$ cat config.mk
export PLATFORM = sky130hd
export DESIGN_NAME = fbci_host
export DESIGN_NICKNAME = d
export VERILOG_FILES = /design/src/fbci_pkg.sv /design/src/fbci_tmr_if.sv /design/src/fbci_timer.sv /design/src/fbci_host.sv
export SDC_FILE = /design/constraint.sdc
export NUM_CORES = 1
export LEC_CHECK = 0
export ABC_AREA = 1
export BUFFER_PORTS_ARGS = -buffer_cell sky130_fd_sc_hd__buf_4
export CORE_ASPECT_RATIO = 0.5
export CORE_MARGIN = 2
export CORE_UTILIZATION = 54
export DETAILED_ROUTE_END_ITERATION = 8
export PLACE_DENSITY_LB_ADDON = 0.2
export SLEW_MARGIN = 20
export SYNTH_ARGS = -nofsm -noshare
export SYNTH_HDL_FRONTEND = slang
export SYNTH_SLANG_ARGS = --single-unit
$ cat constraint.sdc
create_clock -name clk_sys -period 1.8 [get_ports clk_sys]
set_input_delay 0 -clock clk_sys [delete_from_list [all_inputs] [get_ports clk_sys]]
set_output_delay 0 -clock clk_sys [all_outputs]
set_load 0.005 [all_outputs]
$ cat src/fbci_pkg.sv
// Package: command codes, pin timing and identifier addresses for the flash host controller
package fbci_pkg;
    localparam int ADDR_W = 20;
    localparam int DATA_W = 8;
    localparam logic [7:0] CMD_READ_ARRAY = 8'hFF;
    localparam logic [7:0] CMD_IDENT = 8'h90;
    localparam logic [7:0] CMD_READ_STATUS = 8'h70;
    localparam logic [7:0] CMD_CLEAR_STATUS = 8'h50;
    localparam logic [7:0] CMD_ERASE_SETUP = 8'h20;
    localparam logic [7:0] CMD_CONFIRM = 8'hD0;
    localparam logic [7:0] CMD_SUSPEND = 8'hB0;
    localparam logic [7:0] CMD_PROG_SETUP = 8'h40;
    localparam logic [7:0] CMD_PROG_SETUP_ALT = 8'h10;
    localparam logic [19:0] IDENT_MFR_ADDR = 20'h00000;
    localparam logic [19:0] IDENT_DEV_ADDR = 20'h00001;
    localparam int CLK_MHZ = 200;
    // Pin timing in ns
    localparam int WAKE_WRITE_NS = 1000;
    localparam int WAKE_READ_NS = 400;
    localparam int STROBE_NS = 60;
    localparam int ACCESS_NS = 120;
    localparam int HOLD_NS = 20;
    localparam int WAKE_WRITE_CYC = (WAKE_WRITE_NS * CLK_MHZ + 999) / 1000;
    localparam int WAKE_READ_CYC = (WAKE_READ_NS * CLK_MHZ + 999) / 1000;
    localparam int STROBE_CYC = (STROBE_NS * CLK_MHZ + 999) / 1000;
    localparam int ACCESS_CYC = (ACCESS_NS * CLK_MHZ + 999) / 1000;
    localparam int HOLD_CYC = (HOLD_NS * CLK_MHZ + 999) / 1000;
    localparam int CNT_W = 12;
    typedef enum logic [2:0] {
        OP_READ,
        OP_WRITE,
        OP_SLEEP,
        OP_WAKE,
        OP_NONE
    } fbci_op_t;
endpackage

$ cat src/fbci_tmr_if.sv
// Interface: wait timer load and expiry between controller and its timer
`timescale 1ns/1ps
interface fbci_tmr_if;
    logic load;
    logic [fbci_pkg::CNT_W-1:0] count;
    logic done;
    modport ctl (output load, output count, input done);
    modport tmr (input load, input count, output done);
endinterface

$ cat src/fbci_timer.sv
// Module: down counter that marks the end of a loaded wait
`timescale 1ns/1ps
module fbci_timer (
    // Clock and reset
    input wire logic clk_sys,
    input wire logic arst_n,
    // Load and expiry
    fbci_tmr_if.tmr t
);
    logic [fbci_pkg::CNT_W-1:0] cnt_r, cnt_nxt;

    always_comb begin
        cnt_nxt = cnt_r;
        if (t.load) begin
            cnt_nxt = t.count;
        end else if (cnt_r != '0) begin
            cnt_nxt = cnt_r - 1'b1;
        end
    end

    always_ff @(posedge clk_sys or negedge arst_n) begin
        if (!arst_n) begin
            cnt_r <= '0;
        end else begin
            cnt_r <= cnt_nxt;
        end
    end

    // Expiry comes from the register alone, so a caller that reloads on expiry forms no loop
    assign t.done = (cnt_r == '0);
endmodule

$ cat src/fbci_host.sv
// Module: host bus controller that drives the byte-wide flash through its pins
`timescale 1ns/1ps
module fbci_host #(
    parameter int WAKE_WRITE_CYC = fbci_pkg::WAKE_WRITE_CYC,
    parameter int WAKE_READ_CYC = fbci_pkg::WAKE_READ_CYC
) (
    // Clock and reset
    input wire logic clk_sys,
    input wire logic arst_n,
    // User request
    input wire logic req_valid,
    output logic req_ready,
    input wire fbci_pkg::fbci_op_t req_op,
    input wire logic [fbci_pkg::ADDR_W-1:0] req_addr,
    input wire logic [fbci_pkg::DATA_W-1:0] req_wdata,
    // User answer
    output logic rsp_valid,
    output logic [fbci_pkg::DATA_W-1:0] rsp_rdata,
    output logic engine_busy,
    output logic asleep,
    // Flash pins
    output logic chip_sel_n,
    output logic out_drv_n,
    output logic wr_strobe_n,
    output logic deep_sleep_n,
    output logic [fbci_pkg::ADDR_W-1:0] addr_pins,
    output logic [fbci_pkg::DATA_W-1:0] data_pins_o,
    output logic data_pins_oe_n,
    input wire logic [fbci_pkg::DATA_W-1:0] data_pins_i,
    input wire logic op_done_flag
);
    localparam logic [fbci_pkg::CNT_W-1:0] STB_C = fbci_pkg::CNT_W'(fbci_pkg::STROBE_CYC);
    localparam logic [fbci_pkg::CNT_W-1:0] ACC_C = fbci_pkg::CNT_W'(fbci_pkg::ACCESS_CYC);
    localparam logic [fbci_pkg::CNT_W-1:0] HLD_C = fbci_pkg::CNT_W'(fbci_pkg::HOLD_CYC);
    localparam logic [fbci_pkg::CNT_W-1:0] WW_C = fbci_pkg::CNT_W'(WAKE_WRITE_CYC);
    localparam logic [fbci_pkg::CNT_W-1:0] WR_C = fbci_pkg::CNT_W'(WAKE_READ_CYC);

    // Both wake delays must fit the timer width
    if (WAKE_WRITE_CYC < 1 || WAKE_WRITE_CYC >= (1 << fbci_pkg::CNT_W) ||
        WAKE_READ_CYC < 1 || WAKE_READ_CYC >= (1 << fbci_pkg::CNT_W)) begin : g_bad_wake
        $error("wake delay out of timer range");
    end

    typedef enum {
        ST_IDLE,
        ST_RD_ACC,
        ST_WR_STB,
        ST_WR_HOLD,
        ST_SLEEP,
        ST_WAKE
    } fbci_st_t;

    fbci_st_t st_r, st_nxt;
    logic cs_n_r, cs_n_nxt, oe_n_r, oe_n_nxt, we_n_r, we_n_nxt, rp_n_r, rp_n_nxt;
    logic drv_n_r, drv_n_nxt, rsp_r, rsp_nxt;
    logic rd_block_r, rd_block_nxt, wr_block_r, wr_block_nxt;
    logic [fbci_pkg::ADDR_W-1:0] a_r, a_nxt;
    logic [fbci_pkg::DATA_W-1:0] d_r, d_nxt, q_r, q_nxt;
    logic [fbci_pkg::DATA_W-1:0] din_s1_r, din_s2_r;
    logic rdy_s1_r, rdy_s2_r;
    fbci_tmr_if tif ();
    fbci_tmr_if wif ();

    fbci_timer u_timer (
        .clk_sys(clk_sys),
        .arst_n(arst_n),
        .t(tif)
    );

    fbci_timer u_wake_timer (
        .clk_sys(clk_sys),
        .arst_n(arst_n),
        .t(wif)
    );

    // Two-stage synchronisers on the pins coming back from the flash
    always_ff @(posedge clk_sys or negedge arst_n) begin
        if (!arst_n) begin
            din_s1_r <= '0;
            din_s2_r <= '0;
            rdy_s1_r <= 1'b1;
            rdy_s2_r <= 1'b1;
        end else begin
            din_s1_r <= data_pins_i;
            din_s2_r <= din_s1_r;
            rdy_s1_r <= op_done_flag;
            rdy_s2_r <= rdy_s1_r;
        end
    end

    // Sleep is accepted whenever idle or asleep; reads wait out wake read delay, writes the longer one.
    // Pin cycles are refused while asleep: the caller must wake the part first.
    assign req_ready = (st_r == ST_IDLE || st_r == ST_SLEEP) &&
        !(st_r == ST_SLEEP && req_op inside {fbci_pkg::OP_READ, fbci_pkg::OP_WRITE}) &&
        !(req_op == fbci_pkg::OP_WRITE && wr_block_r) &&
        !(req_op == fbci_pkg::OP_READ && rd_block_r);

    always_comb begin
        st_nxt = st_r;
        cs_n_nxt = cs_n_r;
        oe_n_nxt = oe_n_r;
        we_n_nxt = we_n_r;
        rp_n_nxt = rp_n_r;
        drv_n_nxt = drv_n_r;
        rsp_nxt = 1'b0;
        rd_block_nxt = rd_block_r;
        wr_block_nxt = wr_block_r;
        a_nxt = a_r;
        d_nxt = d_r;
        q_nxt = q_r;
        tif.load = 1'b0;
        tif.count = '0;
        wif.load = 1'b0;
        wif.count = '0;
        if (wif.done) begin
            wr_block_nxt = 1'b0;
        end
        case (st_r)
            ST_IDLE, ST_SLEEP: begin
                if (req_valid && req_ready) begin
                    a_nxt = req_addr;
                    d_nxt = req_wdata;
                    case (req_op)
                        fbci_pkg::OP_READ: begin
                            // Strobe stays high and the host floats before drive goes low
                            cs_n_nxt = 1'b0;
                            oe_n_nxt = 1'b0;
                            drv_n_nxt = 1'b1;
                            tif.load = 1'b1;
                            tif.count = ACC_C;
                            st_nxt = ST_RD_ACC;
                        end
                        fbci_pkg::OP_WRITE: begin
                            // Any command byte passes; the caller owns code choice
                            cs_n_nxt = 1'b0;
                            oe_n_nxt = 1'b1;
                            we_n_nxt = 1'b0;
                            drv_n_nxt = 1'b0;
                            tif.load = 1'b1;
                            tif.count = STB_C;
                            st_nxt = ST_WR_STB;
                        end
                        fbci_pkg::OP_SLEEP: begin
                            // Aborts any running erase or program
                            rp_n_nxt = 1'b0;
                            cs_n_nxt = 1'b1;
                            oe_n_nxt = 1'b1;
                            rsp_nxt = 1'b1;
                            st_nxt = ST_SLEEP;
                        end
                        fbci_pkg::OP_WAKE: begin
                            rp_n_nxt = 1'b1;
                            rd_block_nxt = 1'b1;
                            wr_block_nxt = 1'b1;
                            tif.load = 1'b1;
                            tif.count = WR_C;
                            // Own timer, so a read soon after wake cannot shorten the write delay
                            wif.load = 1'b1;
                            wif.count = WW_C;
                            rsp_nxt = 1'b1;
                            st_nxt = ST_WAKE;
                        end
                        default: begin
                            rsp_nxt = 1'b1;
                        end
                    endcase
                end
            end
            ST_WAKE: begin
                if (tif.done) begin
                    rd_block_nxt = 1'b0;
                    st_nxt = ST_IDLE;
                end
            end
            ST_RD_ACC: begin
                if (tif.done) begin
                    q_nxt = din_s2_r;
                    cs_n_nxt = 1'b1;
                    oe_n_nxt = 1'b1;
                    rsp_nxt = 1'b1;
                    st_nxt = ST_IDLE;
                end
            end
            ST_WR_STB: begin
                if (tif.done) begin
                    // Device latches address and data on this rising edge
                    we_n_nxt = 1'b1;
                    tif.load = 1'b1;
                    tif.count = HLD_C;
                    st_nxt = ST_WR_HOLD;
                end
            end
            ST_WR_HOLD: begin
                if (tif.done) begin
                    cs_n_nxt = 1'b1;
                    drv_n_nxt = 1'b1;
                    rsp_nxt = 1'b1;
                    st_nxt = ST_IDLE;
                end
            end
            default: begin
                st_nxt = ST_IDLE;
            end
        endcase
    end

    always_ff @(posedge clk_sys or negedge arst_n) begin
        if (!arst_n) begin
            st_r <= ST_IDLE;
            cs_n_r <= 1'b1;
            oe_n_r <= 1'b1;
            we_n_r <= 1'b1;
            rp_n_r <= 1'b1;
            drv_n_r <= 1'b1;
            rsp_r <= 1'b0;
            rd_block_r <= 1'b0;
            wr_block_r <= 1'b0;
            a_r <= '0;
            d_r <= '0;
            q_r <= '0;
        end else begin
            st_r <= st_nxt;
            cs_n_r <= cs_n_nxt;
            oe_n_r <= oe_n_nxt;
            we_n_r <= we_n_nxt;
            rp_n_r <= rp_n_nxt;
            drv_n_r <= drv_n_nxt;
            rsp_r <= rsp_nxt;
            rd_block_r <= rd_block_nxt;
            wr_block_r <= wr_block_nxt;
            a_r <= a_nxt;
            d_r <= d_nxt;
            q_r <= q_nxt;
        end
    end

    assign chip_sel_n = cs_n_r;
    assign out_drv_n = oe_n_r;
    assign wr_strobe_n = we_n_r;
    assign deep_sleep_n = rp_n_r;
    assign addr_pins = a_r;
    assign data_pins_o = d_r;
    assign data_pins_oe_n = drv_n_r;
    assign rsp_valid = rsp_r;
    assign rsp_rdata = q_r;
    // Busy as seen by the flash; forced idle while the host holds it asleep
    assign engine_busy = rp_n_r && !rdy_s2_r;
    assign asleep = !rp_n_r;
endmodule

==> reports/qor.txt <==
Outcome = finished, final reports clean
Initial antenna violation count = 0
Share of synthesized registers carrying an async set or reset = 100.0%
Synthesized flop and latch total = 89
Number of buffers added for setup after CTS = 0
Hold Startpoint = req_op[1]
Initial cell density of the core = 57.31%
Number of warnings issued by yosys = 0
Total cell area at the placement stage = 4762 sq um
Synth cell types = 32
Class of the most critical hold timing path = input pin to register
Max-Slew Margin vs Limit = 75.56%
Global-route wire length before repair = 17080 microns
Maximum count of clock buffers along a single path = 2
Number of nets in the layout = 638
Number of failing setup endpoints in the final timing report = 0
Area fraction of the dominant cell type after synthesis = 52.01%
Total global-route track usage = 27.12%
Largest area contributor in the netlist = dfrtp_1
R2R Path Start = st_r[1]
Share of post-route cells with drive strength above 1 = 24.16%
Number of H-tree levels = 3
Critical-path maximum fanout = 6
Number of flops mapped to enable cells by yosys = 0
Total I/O pin count = 88
Total die area = 8047 sq um
Final cell area excluding filler cells = 5493 sq um
Weighted congestion at the end of routability-driven global placement = 0.8835
Number of global-route vias before repair = 3602
Overall power consumption = 0.008545 W
Final WS setup = 0.1475 ns
Top_reg_cell synth = dfrtp_1
Standard-cell row count = 21
Required time of the critical path = 2.07 ns
Worst path arrival time = 1.93 ns
Core footprint = 6884 sq um
Worst IR drop on VDD = 0.9322 mV
Number of instances in the synthesized netlist = 452
Num CTS Buffers = 9
Launching element type of the critical path = register
Setup repair after global routing missed its margin = yes
Leakage power = 2.864 nW
Most frequently used cell type in the post-synthesis netlist = nand2_1
Minimum clock period = 1.652 ns
Maximum Capacitance Violations = 0
Global route total overflow = 0
Synth area leaders = dfrtp_1 52%, nand2_1 15%, dfstp_2 4.7%
Areal power density over the cells = 1556 nW/um^2
Clock transition at the registers of the reported paths = 0.06 ns
Critical Path Source = st_r[1]
Slew at the pin closest to its max-slew limit = 0.3646 ns
Number of DRC violations after detailed routing = 0
Port Buffers = 87
Worst clock skew = 0.004555 ns
Die Y = 64.44 microns
Type of destination of the critical path = register
Pin count of the biggest net entering global routing = 46
Detail Placement HPWL = 6230 microns
Area added between synthesis and finish = 39.23%
Post-detailed-route wirelength per cell = 14.71 microns
Die width = 124.9 microns
Max-slew violations = 0
Critical path start-end classification = register to register
Seq/Total Area, Yosys = 56.68%
Ratio of routed vias to standard cells = 5.048
Buffer cell driving the clock tree root = clkbuf_16
Clk_lat worst skew = 0.34 ns
Most instantiated cells after synthesis = 160 x nand2_1, 82 x dfrtp_1, 42 x nor2_1
Final wirelength = 10120 microns
Setup tns final = 0 ns
Achievable Freq = 605.1 MHz
Routed Antenna Nets = 0
TritonCTS clock tree = done
DR iter-0 viols = 258
Clk sinks = 89
Final hold violation count = 0
Hold Worst Slack = 0.01521 ns
Nets in the synthesized netlist = 499
Period utilization = 91.80%
Synth Cell Area = 3945 sq um
Worst Setup Slack post-DPL = 0.08966 ns
Overall via count from detail_route = 3473
Ant diodes = 0
Average size of a mapped cell = 8.728 sq um
First-pass DRT Iterations = 5
-- per-layer routing --
metal,vias to the layer above,routed length (microns),track usage (%)
li1,1696,-,-
met5,-,0,0
met2,101,4906,47.27
met1,1663,4503,33.94
met3,13,609,8.340
met4,0,98,6.250
-- report_power, final --
group | internal (W) | switching [W]
Combinational | 0.00146 | 0.00177
Clock | 0.00123 | 0.000806
Sequential | 0.00275 | 0.000532
Total | 0.00543 | 0.00311
-- registers in the layout, summed over array words and instances (netlist names) --
| signal | count |
|---|---|
| addr_pins | 20 |
| chip_sel_n | 1 |
| data_pins_o | 8 |
| data_pins_oe_n | 1 |
| deep_sleep_n | 1 |
| din_s1_r | 8 |
| din_s2_r | 8 |
| out_drv_n | 1 |
| rd_block_r | 1 |
| rdy_s1_r | 1 |
| rdy_s2_r | 1 |
| rsp_rdata | 8 |
| rsp_valid | 1 |
| st_r | 3 |
| u_timer.cnt_r | 12 |
| u_wake_timer.cnt_r | 12 |
| wr_block_r | 1 |
| wr_strobe_n | 1 |
-- layout by cell type (no fill, tap or decap), types with 3 or more instances in the layout --
cell | netlist | routed
a21oi_1 | 8 | 8
buf_4 | 0 | 96
clkbuf_16 | 0 | 9
dfrtp_1 | 82 | 82
dfstp_2 | 7 | 7
dlygate4sd3_1 | 0 | 38
ha_1 | 4 | 4
inv_1 | 38 | 38
inv_2 | 4 | 4
inv_6 | 0 | 3
nand2_1 | 160 | 158
nand2_2 | 3 | 4
nand3_1 | 30 | 29
nand4_1 | 5 | 5
nor2_1 | 42 | 42
nor3_1 | 14 | 14
o21ai_0 | 10 | 10
xnor2_1 | 4 | 4
xor2_1 | 11 | 11
-- stage by stage --
step / util [%] / cells
after floorplan: - / 452
after global placement: 69.17 / 634
after detailed placement: 69.17 / 634
after CTS: 79.41 / 688
after global routing: 79.79 / 688
final: 79.79 / 688
-- path summary, 6_finish.rpt --
kind | to | slack (ns) | depth (start not counted)
max reg2reg | u_timer.cnt_r[3] | 0.15 | 9
max | u_timer.cnt_r[3] | 0.15 | 9
max in group asynchronous | data_pins_oe_n | 1.04 | 3
min | data_pins_oe_n | 0.02 | 4
min in group asynchronous | data_pins_o[7] | 0.11 | 2
min reg2reg | din_s2_r[2] | 0.35 | 0
-- area by class of cell --
| type | instances | area [sq um] |
|---|---|---|
| flip-flops and latches | 89 | 2236 |
| well taps | 92 | 115.1 |
| inverters | 42 | 157.7 |
| multi-input cells | 313 | 1519 |
| fillers | 421 | 1391 |
| clock buffers | 9 | 225.2 |
| clock inverters | 7 | 98.84 |
| repair buffers | 136 | 1141 |
-- critical path, cell delays in order (launching register included) --
cell	delay [ns]
dfrtp_1	0.42
inv_2	0.10
nand2_2	0.10
inv_1	0.12
nand2_1	0.08
nor2_1	0.12
nand4_2	0.23
nand3_1	0.22
inv_1	0.08
nor2_1	0.10
-- kinds of logic (layout without fill, tap and decap cells) --
logic type / count (synthesis) / count (layout) / synth area share [%]
and+or+nand+nor: 269 / 269 / 29.78
DFF: 89 / 89 / 56.68
buffers and inverters: 50 / 194 / 5.487
AOI/OAI and AO/OA: 25 / 25 / 3.457
xor gates and xnor gates: 15 / 15 / 3.330
adders and majority gates: 4 / 4 / 1.269
-- what timing repair did --
action / in CTS / in global routing
hold buffers: 38 / 0
setup endpoints to repair: 0 / 9
resized for setup: 0 / 6
endpoints found under the hold margin: 120 / 0
(Power assumes the default switching activity.)
